<file path="src/wide_store_pkg.sv">
// Constants and types for the 16-bit register transfer and store decoder
package wide_store_pkg;
	// Core clock and instruction cycle
	localparam int unsigned CLOCK_HZ         = 10_000_000;
	localparam int unsigned CLOCKS_PER_CYCLE = 2;
	localparam logic [0:0]  DIV_LAST         = 1'(CLOCKS_PER_CYCLE - 1);

	// Opcodes
	localparam logic [7:0] OPC_PREFIX     = 8'hcf;
	localparam logic [7:0] OPC_IY_FROM_SP = 8'hfe;
	localparam logic [7:0] OPC_SP_FROM_RP = 8'hf0;
	localparam logic [7:0] OPC_ST_ABS     = 8'hbc;
	localparam logic [7:0] OPC_ST_SP_ABS  = 8'h78;
	localparam logic [7:0] OPC_ST_HL      = 8'hd8;
	localparam logic [7:0] OPC_ST_IX      = 8'hd4;
	localparam logic [7:0] OPC_ST_IY      = 8'hdc;
	localparam logic [7:0] OPC_ST_SPD     = 8'h74;

	// Instruction lengths in bytes and in instruction cycles
	localparam logic [2:0] LEN_REG     = 3'h2;
	localparam logic [2:0] LEN_ABS     = 3'h3;
	localparam logic [2:0] LEN_SP_ABS  = 3'h4;
	localparam logic [2:0] LEN_IND     = 3'h2;
	localparam logic [2:0] LEN_SPD     = 3'h3;
	localparam logic [2:0] CYC_REG     = 3'h2;
	localparam logic [2:0] CYC_ABS     = 3'h5;
	localparam logic [2:0] CYC_SP_ABS  = 3'h6;
	localparam logic [2:0] CYC_IND     = 3'h5;
	localparam logic [2:0] CYC_SPD     = 3'h6;

	// Register preset selects
	localparam logic [3:0] SEL_SP    = 4'h4;
	localparam logic [3:0] SEL_EP    = 4'h5;
	localparam logic [3:0] SEL_XP    = 4'h6;
	localparam logic [3:0] SEL_YP    = 4'h7;
	localparam logic [3:0] SEL_FLAGS = 4'h8;

	// Reset values and the fixed page of stack-relative stores
	localparam logic [15:0] PAIR_RESET = 16'h0000;
	localparam logic [7:0]  PAGE_RESET = 8'h00;
	localparam logic [7:0]  STACK_PAGE = 8'h00;
	localparam logic [7:0]  FLAGS_RESET = 8'h00;

	typedef enum logic [1:0] {S_IDLE, S_FETCH, S_EXEC} state_t;

	typedef enum logic [3:0] {
		K_NONE, K_IY_SP, K_SP_RP, K_ST_ABS, K_ST_SP_ABS,
		K_ST_HL, K_ST_IX, K_ST_IY, K_ST_SPD
	} kind_t;
endpackage

</file>
<file path="src/wide_register_load_store.sv">
// Decoder and sequencer for 16-bit register transfers and stores
`timescale 1ns/1ps
module wide_register_load_store
	import wide_store_pkg::*;
(
	// Clock and reset
	input  wire logic        CLOCK,
	input  wire logic        RST_N,
	// Memory model strap pin
	input  wire logic        LARGE_MODEL,
	// Instruction byte stream
	input  wire logic        OP_VALID,
	input  wire logic [7:0]  OP_BYTE,
	output logic             OP_READY,
	// Data memory write port
	output logic             MEM_WR,
	output logic [23:0]      MEM_ADDR,
	output logic [7:0]       MEM_WDATA,
	// Register preset from the rest of the core
	input  wire logic        PRESET_WR,
	input  wire logic [3:0]  PRESET_SEL,
	input  wire logic [15:0] PRESET_DATA,
	// Register state
	output logic [15:0]      PAIR_BA,
	output logic [15:0]      POINTER_PAIR,
	output logic [15:0]      FIRST_INDEX_REG,
	output logic [15:0]      SECOND_INDEX_REG,
	output logic [15:0]      STACK_TOP_POINTER,
	output logic [7:0]       EXPAND_PAGE_REG,
	output logic [7:0]       FIRST_INDEX_PAGE_REG,
	output logic [7:0]       SECOND_INDEX_PAGE_REG,
	output logic [7:0]       SYSTEM_CONDITION_FLAGS,
	// Status
	output logic             BUSY,
	output logic             DONE,
	output logic             ILLEGAL
);

	logic [0:0]  div_q;
	logic        tick;
	logic        model_meta_q;
	logic        model_q;
	state_t      state_q;
	kind_t       kind_q;
	kind_t       kind_d;
	logic        prefix_q;
	logic [1:0]  pair_sel_q;
	logic [2:0]  cyc_q;
	logic [2:0]  cyc_next;
	logic [2:0]  len_q;
	logic [2:0]  total_q;
	logic [2:0]  len_d;
	logic [2:0]  total_d;
	logic [15:0] operand_q;
	logic [15:0] pair_q [4];
	logic [15:0] sp_q;
	logic [7:0]  ep_q;
	logic [7:0]  xp_q;
	logic [7:0]  yp_q;
	logic [7:0]  flags_q;
	logic [15:0] base_addr;
	logic [15:0] src_data;
	logic [7:0]  page;
	logic [23:0] addr_lo_q;
	logic [15:0] data_q;
	logic        take;
	logic        decode_now;
	logic        reg_exec;

	// Instruction cycle is two core clocks
	always_ff @(posedge CLOCK or negedge RST_N) begin
		if (!RST_N)
			div_q <= '0;
		else
			div_q <= (div_q == DIV_LAST) ? '0 : div_q + 1'b1;
	end
	assign tick = (div_q == DIV_LAST);

	// Strap pin is asynchronous to the core
	always_ff @(posedge CLOCK or negedge RST_N) begin
		if (!RST_N) begin
			model_meta_q <= 1'b0;
			model_q      <= 1'b0;
		end else begin
			model_meta_q <= LARGE_MODEL;
			model_q      <= model_meta_q;
		end
	end

	assign OP_READY   = tick && (state_q != S_EXEC);
	assign take       = OP_READY && OP_VALID;
	assign cyc_next   = cyc_q + 3'h1;
	assign decode_now = take && (state_q == S_FETCH) && (cyc_q == 3'h1) && prefix_q;

	// Opcode decode, both for a plain first byte and after the prefix
	always_comb begin
		kind_d  = K_NONE;
		len_d   = LEN_REG;
		total_d = CYC_REG;
		if (state_q == S_IDLE) begin
			if ({OP_BYTE[7:2], 2'b00} == OPC_ST_ABS) begin
				kind_d  = K_ST_ABS;
				len_d   = LEN_ABS;
				total_d = CYC_ABS;
			end
		end else if (OP_BYTE == OPC_IY_FROM_SP) begin
			kind_d = K_IY_SP;
		end else if ({OP_BYTE[7:2], 2'b00} == OPC_SP_FROM_RP) begin
			kind_d = K_SP_RP;
		end else if (OP_BYTE == OPC_ST_SP_ABS) begin
			kind_d  = K_ST_SP_ABS;
			len_d   = LEN_SP_ABS;
			total_d = CYC_SP_ABS;
		end else if ({OP_BYTE[7:2], 2'b00} == OPC_ST_HL) begin
			kind_d  = K_ST_HL;
			len_d   = LEN_IND;
			total_d = CYC_IND;
		end else if ({OP_BYTE[7:2], 2'b00} == OPC_ST_IX) begin
			kind_d  = K_ST_IX;
			len_d   = LEN_IND;
			total_d = CYC_IND;
		end else if ({OP_BYTE[7:2], 2'b00} == OPC_ST_IY) begin
			kind_d  = K_ST_IY;
			len_d   = LEN_IND;
			total_d = CYC_IND;
		end else if ({OP_BYTE[7:2], 2'b00} == OPC_ST_SPD) begin
			kind_d  = K_ST_SPD;
			len_d   = LEN_SPD;
			total_d = CYC_SPD;
		end
	end

	// Register-to-register transfers finish on their second byte
	assign reg_exec = decode_now && (kind_d == K_IY_SP || kind_d == K_SP_RP);

	// Sequencer
	always_ff @(posedge CLOCK or negedge RST_N) begin
		if (!RST_N) begin
			state_q    <= S_IDLE;
			kind_q     <= K_NONE;
			prefix_q   <= 1'b0;
			pair_sel_q <= 2'b00;
			cyc_q      <= 3'h0;
			len_q      <= 3'h0;
			total_q    <= 3'h0;
			operand_q  <= 16'h0000;
		end else if (take || (tick && state_q == S_EXEC)) begin
			cyc_q <= cyc_next;
			unique case (state_q)
				S_IDLE: begin
					cyc_q      <= 3'h1;
					prefix_q   <= (OP_BYTE == OPC_PREFIX);
					pair_sel_q <= OP_BYTE[1:0];
					kind_q     <= kind_d;
					len_q      <= len_d;
					total_q    <= total_d;
					if (OP_BYTE == OPC_PREFIX || kind_d != K_NONE)
						state_q <= S_FETCH;
				end
				S_FETCH: begin
					if (decode_now) begin
						pair_sel_q <= OP_BYTE[1:0];
						kind_q     <= kind_d;
						len_q      <= len_d;
						total_q    <= total_d;
						if (kind_d == K_NONE || reg_exec)
							state_q <= S_IDLE;
						else if (cyc_next == len_d)
							state_q <= S_EXEC;
					end else begin
						// Low byte arrives first, high byte shifts it down
						operand_q <= {OP_BYTE, operand_q[15:8]};
						if (cyc_next == len_q)
							state_q <= S_EXEC;
					end
				end
				S_EXEC: begin
					if (cyc_next == total_q)
						state_q <= S_IDLE;
				end
			endcase
		end
	end

	// Effective address and page for the store kinds
	always_comb begin
		page      = PAGE_RESET;
		base_addr = operand_q;
		unique case (kind_q)
			K_ST_ABS, K_ST_SP_ABS: page = ep_q;
			K_ST_HL: begin
				page      = ep_q;
				base_addr = pair_q[1];
			end
			K_ST_IX: begin
				page      = xp_q;
				base_addr = pair_q[2];
			end
			K_ST_IY: begin
				page      = yp_q;
				base_addr = pair_q[3];
			end
			K_ST_SPD: begin
				// Displacement sits in the upper half after one shift
				page      = STACK_PAGE;
				base_addr = sp_q + {{8{operand_q[15]}}, operand_q[15:8]};
			end
			default: ;
		endcase
		if (!model_q)
			page = PAGE_RESET;
		src_data = (kind_q == K_ST_SP_ABS) ? sp_q : pair_q[pair_sel_q];
	end

	// Memory writes on the last two instruction cycles
	always_ff @(posedge CLOCK or negedge RST_N) begin
		if (!RST_N) begin
			MEM_WR    <= 1'b0;
			MEM_ADDR  <= 24'h000000;
			MEM_WDATA <= 8'h00;
			addr_lo_q <= 24'h000000;
			data_q    <= 16'h0000;
			DONE      <= 1'b0;
			ILLEGAL   <= 1'b0;
		end else begin
			MEM_WR  <= 1'b0;
			DONE    <= 1'b0;
			ILLEGAL <= 1'b0;
			if (take && state_q == S_IDLE && OP_BYTE != OPC_PREFIX && kind_d == K_NONE)
				ILLEGAL <= 1'b1;
			if (decode_now && kind_d == K_NONE)
				ILLEGAL <= 1'b1;
			if (reg_exec)
				DONE <= 1'b1;
			if (tick && state_q == S_EXEC) begin
				if (cyc_next == total_q - 3'h1) begin
					// Latch the whole word so the high byte matches the low one
					MEM_WR    <= 1'b1;
					MEM_ADDR  <= {page, base_addr};
					MEM_WDATA <= src_data[7:0];
					addr_lo_q <= {page, base_addr};
					data_q    <= src_data;
				end else if (cyc_next == total_q) begin
					MEM_WR    <= 1'b1;
					MEM_ADDR  <= {addr_lo_q[23:16], addr_lo_q[15:0] + 16'h0001};
					MEM_WDATA <= data_q[15:8];
					DONE      <= 1'b1;
				end
			end
		end
	end

	// Register pairs; preset only while idle so an instruction never races it
	for (genvar i = 0; i < 4; i++) begin : g_pair
		always_ff @(posedge CLOCK or negedge RST_N) begin
			if (!RST_N)
				pair_q[i] <= PAIR_RESET;
			else if (reg_exec && kind_d == K_IY_SP && i == 3)
				pair_q[i] <= sp_q;
			else if (PRESET_WR && state_q == S_IDLE && PRESET_SEL == 4'(i))
				pair_q[i] <= PRESET_DATA;
		end
	end

	always_ff @(posedge CLOCK or negedge RST_N) begin
		if (!RST_N)
			sp_q <= PAIR_RESET;
		else if (reg_exec && kind_d == K_SP_RP)
			sp_q <= pair_q[OP_BYTE[1:0]];
		else if (PRESET_WR && state_q == S_IDLE && PRESET_SEL == SEL_SP)
			sp_q <= PRESET_DATA;
	end

	always_ff @(posedge CLOCK or negedge RST_N) begin
		if (!RST_N) begin
			ep_q    <= PAGE_RESET;
			xp_q    <= PAGE_RESET;
			yp_q    <= PAGE_RESET;
			flags_q <= FLAGS_RESET;
		end else if (PRESET_WR && state_q == S_IDLE) begin
			// Flags change only through preset, never by these instructions
			if (PRESET_SEL == SEL_EP)
				ep_q <= PRESET_DATA[7:0];
			if (PRESET_SEL == SEL_XP)
				xp_q <= PRESET_DATA[7:0];
			if (PRESET_SEL == SEL_YP)
				yp_q <= PRESET_DATA[7:0];
			if (PRESET_SEL == SEL_FLAGS)
				flags_q <= PRESET_DATA[7:0];
		end
	end

	assign PAIR_BA                = pair_q[0];
	assign POINTER_PAIR           = pair_q[1];
	assign FIRST_INDEX_REG        = pair_q[2];
	assign SECOND_INDEX_REG       = pair_q[3];
	assign STACK_TOP_POINTER      = sp_q;
	assign EXPAND_PAGE_REG        = ep_q;
	assign FIRST_INDEX_PAGE_REG   = xp_q;
	assign SECOND_INDEX_PAGE_REG  = yp_q;
	assign SYSTEM_CONDITION_FLAGS = flags_q;
	assign BUSY                   = (state_q != S_IDLE);

endmodule // wide_register_load_store

</file>
<file path="config.mk">
export PLATFORM = sky130hd
export DESIGN_NAME = wide_register_load_store
export DESIGN_NICKNAME = d
export VERILOG_FILES = /design/src/wide_store_pkg.sv /design/src/wide_register_load_store.sv
export SDC_FILE = /design/constraint.sdc
export NUM_CORES = 1
export LEC_CHECK = 0
export BUFFER_PORTS_ARGS = -buffer_cell sky130_fd_sc_hd__buf_4
export CAP_MARGIN = 40
export CORE_MARGIN = 3
export CORE_UTILIZATION = 52
export DETAILED_ROUTE_END_ITERATION = 8
export PLACE_DENSITY_LB_ADDON = 0.15
export SLEW_MARGIN = 20
export SYNTH_ARGS = -nofsm -noshare
export SYNTH_HDL_FRONTEND = slang
export SYNTH_SLANG_ARGS = --single-unit
</file>
<file path="constraint.sdc">
create_clock -name CLOCK -period 2.95 [get_ports CLOCK]
set_clock_uncertainty 0.2 [all_clocks]
set_input_delay 0.295 -clock CLOCK [delete_from_list [all_inputs] [get_ports CLOCK]]
set_output_delay 0.295 -clock CLOCK [all_outputs]
set_load 0.005 [all_outputs]
</file>
* Yosys cells after proc, flatten, opt, wreduce, memory -nomap -nowiden
Index checks and enable logic that the tools add are counted.
** Cells by class
- Reductions and logical operators :: 43
- Bitwise logic cells :: 3
- Order comparisons :: 2
- Add/subtract/negate cells :: 5
- Multiplexer cells :: 71
- Eq/ne operators :: 39
** Operator list (number)
- 16-bit two-way mux :: 9
- 16-bit binary-select mux with 2-bit select :: 2
- 16-bit one-hot mux with 4 select lines :: 1
- 24-bit two-way mux :: 2
- 3-bit two-way mux :: 16
- 4-bit two-way mux :: 9
- 4-bit by 3-bit equality test with 1-bit output (second input constant) :: 8
- 6-bit equality test (second input constant) :: 5
- 8-bit two-way mux :: 3
- 8-bit one-hot mux with 3 select lines :: 1
- 1-bit logical AND :: 19
- 16-bit by 1-bit adder with 16-bit output (second input constant) :: 1
- 16-bit adder :: 1
- 4-bit by 2-bit equality test with 1-bit output (second input constant) :: 4
- 8-bit equality test (second input constant) :: 2
- 2-bit two-way mux :: 8
- 1-bit two-way mux :: 15
- 2-bit AND reduction :: 7
- 3-bit equality test :: 4
- 3-bit one-hot mux with 2 select lines :: 2
- 2-bit nonzero test :: 5
- 4-bit by 1-bit equality test with 1-bit output (second input constant) :: 2
- 4-bit equality test (second input constant) :: 2
- 8-bit by 7-bit equality test with 1-bit output (second input constant) :: 1
- 25 further kinds :: 34
** Word-level totals
- Output and inout bits :: 149
- Bits in registers :: 224

* Longest topological paths before layout
- Word-level depth :: 16
- Mapped depth :: 12

* Least setup slack after synthesis
OpenSTA, ideal clock, no wires.
- Kind :: flip-flop to flip-flop
- From :: reg sp_q[0], in the netlist STACK_TOP_POINTER[0]
- To :: reg addr_lo_q[12]
- Slack :: 168 ps
- Period minus slack after synthesis :: 2782 ps
- Arrival time :: 2449 ps
- Setup time :: 133 ps
- Cell stages (with the launch flop) :: 10
- Cell sequence :: dfrtp_1 ha_1 fa_1 a211oi_1 o211ai_1 a311oi_1 mux2i_1 a21oi_1 a221oi_1 o21ai_0
** On the way
- Cells in the longest elaborated chain, start to end :: 2
** RTL lines
- start: declaration :: line wide_register_load_store.sv:56 : logic [15:0] sp_q;
- start signal: assignment :: line wide_register_load_store.sv:269 : sp_q <= pair_q[OP_BYTE[1:0]];
- 16-bit adder :: line wide_register_load_store.sv:206 : base_addr = sp_q + {{8{operand_q[15]}}, operand_q[15:8]};
- 16-bit one-hot mux with 4 select lines :: line wide_register_load_store.sv:189 : unique case (kind_q)
- end signal: assignment :: line wide_register_load_store.sv:241 : addr_lo_q <= {page, base_addr};
- end: declaration :: line wide_register_load_store.sv:64 : logic [23:0] addr_lo_q;
No other way between the ends.
A chain may end at the register's enable or synchronous reset.

* Worst setup path after layout
Ends and elaborated chain as after synthesis.

==> flow_summary.yaml <==
final_layout:
  final_cell_mix: "buf_4, dfrtp_1, nand2_1"
  final_core_util: 0.665
  fin_cells: 1671
  insertedDiodeCount: 0
  fin_nets: 1424
  n_fill_cell: 1806
  layout-drive-gt1-share: 0.325
  final_common_cell: "buf_4"
  design_area_um2: 15100
  area_growth_pct: 25.5
detailed_routing:
  num_vias: 9998
  drtPass1Iterations: 5
  routed_wl_um: 35800
  wl_per_cell_um: 21.4
  drtAntennaViolNets: 0
  drt-initial-drc-count: 728
  drcViolationCount: 0
  viasPerCell: 5.98
logic_synthesis:
  yosys.area.top_type: "dfrtp_1"
  synthCells: 1139
  syn-num-nets: 1195
  synth.avg_cell_area_um2: 10.6
  synthTopCellsByArea: "dfrtp_1, mux2_2, mux4_2"
  synth_cell_type_count: 82
  ys_ff_latch: 216
  async_reset_ff_frac: 1.00
  synth_edf_count: 0
  yosysTopAreaCellShare: 0.449
  yosysSeqAreaShare: 0.449
  synth-main-ff-cell: "dfrtp_1"
  syn-cell-area_um2: 12000
  ys_warn_count: 0
timing:
  worst_pin_slew_ns: 0.881
  setup_tns_ns: 0
  rsz0062_at_grt: "no"
  setup_violations: 0
  slew_viol_final: 0
  timing.final.crit_share: 0.953
  hold_viol: 0
  fmax_mhz: 356
  slew_headroom: 0.413
  layout_min_cycle_time_ns: 2.81
cts:
  htreeDepth: 1
  root_buffer: "clkbuf_16"
  clock_latency_ns: 0.53
  path_clk_slew_ns: 0.06
  clockBufferDepth: 3
  cts_tree: "yes"
  cts_sinks: 216
  cts_buffers: 25
critical_path:
  worst_path_max_delay_cell: "dfrtp_1"
  path_cells: "ha_1 -> fa_2 -> a211oi_2 -> o211ai_1 -> a311oi_2 -> mux2i_1 -> a21oi_1 -> a221oi_2 -> buf_4 -> o21ai_0"
  required_ns: 3.15
  start_kind: "flop"
  cp-end-kind: "flop"
  cp_data_arrival_time_ns: 3.01
  path_buf_inv: 1
  cp_max_fo: 3
  critPathMaxStageDelay_ns: 0.40
  critical_path_class: "reg2reg"
  cpLargestDelayFamily: "compound AO/OA/AOI/OAI gates"
place:
  placed_cell_area_um2: 13900
  gp_congestion: 0.939
  port-buffer-count: 181
  post-place-cells: 1599
  hpwl_um: 26300
power:
  power.density_nw_per_um2: 1010
  p_leak_nw: 7.04
  irDropWorstVdd_v: 0.000617
  power.total_w: 0.0152
global_route:
  grt_pass1_vias: 9779
  grt_pass1_wl_um: 56100
  grt_start_max_net_pins: 68
  grt.total_usage: 0.288
  antenna_found_initial: 1
  grt-ovfl-total: 0
run:
  maxCapViolations: 0
floorplan:
  die_h_um: 158
  start_util: 0.530
  die_area_um2: 25000
  die_w_um: 158
  coreArea_um2: 22700
  pin_count: 182
  num_rows: 55
min_path:
  holdCritPathClass: "in2reg"
run_status:
  status: "finished, final reports clean"
area by class of cell:
cell class / count / area [um^2] / area share
timing repair buffer: 267 / 2140 / 0.142
clock buffer: 35 / 723 / 0.0479
sequential: 216 / 5410 / 0.358
inverter: 21 / 78.8 / 0.00522
tap: 285 / 357 / 0.0236
multi-input combinational: 837 / 6250 / 0.414
clock inverter: 10 / 144 / 0.00953
final timing paths:
kind / start / end / slack (ns) / cells after the start
max in group asynchronous: RST_N / STACK_TOP_POINTER[13] / 1.68 / 3
max: STACK_TOP_POINTER[0] / addr_lo_q[12] / 0.14 / 10
min in group asynchronous: RST_N / STACK_TOP_POINTER[14] / 0.13 / 2
min reg2reg: model_meta_q / model_q / 0.17 / 0
max reg2reg: STACK_TOP_POINTER[0] / addr_lo_q[12] / 0.14 / 10
min: PRESET_SEL[0] / FIRST_INDEX_PAGE_REG[6] / 0.02 / 3
tightest hold or removal path, cell delays in order:
cell and delay (ns):
buf_4 0.12, nor3b_2 0.08, mux2_2 0.22
where the power goes:
part           leakage, nW  switching (W)  internal (W)
sequential            2.84        0.00124       0.00397
clock                0.415        0.00127       0.00197
combinational         3.78        0.00330       0.00343
metrics by stage:
stage	worst slack [ns]	hold slack, ns
after floorplan	0.168	-0.201
after global placement	0.0235	0.0976
after detailed placement	-0.0683	0.101
after CTS	0.00966	0.00556
after global routing	0.0150	0.0254
final	0.138	0.0187
state kept, by name, summed over array words and instances (netlist names), 16 cells and up:
signal	cells
POINTER_PAIR	16
operand_q	16
SECOND_INDEX_REG	16
FIRST_INDEX_REG	16
addr_lo_q	24
PAIR_BA	16
STACK_TOP_POINTER	16
MEM_ADDR	24
kinds of logic after synthesis:
kind of cell / after synthesis / share of synthesized area
buffers and inverters: 86 / 0.0346
XOR/XNOR: 31 / 0.0243
AO/OA/AOI/OAI: 261 / 0.135
adder cells (fa/ha/maj): 23 / 0.0245
multiplexers: 184 / 0.197
AND/OR/NAND/NOR: 338 / 0.135
flip-flops: 216 / 0.449
cells in the mapped netlist (11+ instances only):
cell type  count
mux4_2        32
a22oi_1       26
inv_1         20
o21ai_0       71
dfrtp_1      216
mux2i_1       45
nand3_1       18
nand2_1      143
a21oi_1       75
xor2_1        12
nor3_1        16
clkbuf_1      22
ha_1          22
xnor2_1       17
nor2_1        83
buf_2         29
mux2_2       107
o31ai_1       11
layer usage:
metal | track usage | share of wire
met3 | 0.0593 | 0.086
met1 | 0.423 | 0.45
met4 | 0.0512 | 0.013
met2 | 0.450 | 0.45
met5 | 0 | 0.00028
repair_timing:
action                                  CTS  global route
pin swaps                                 1             3
hold buffers                             26             0
hold endpoints to repair                184             0
gates resized for setup                   1             7
endpoints found under the setup margin    2             7
setup buffers                             0             1
(Power assumes the default switching activity.)
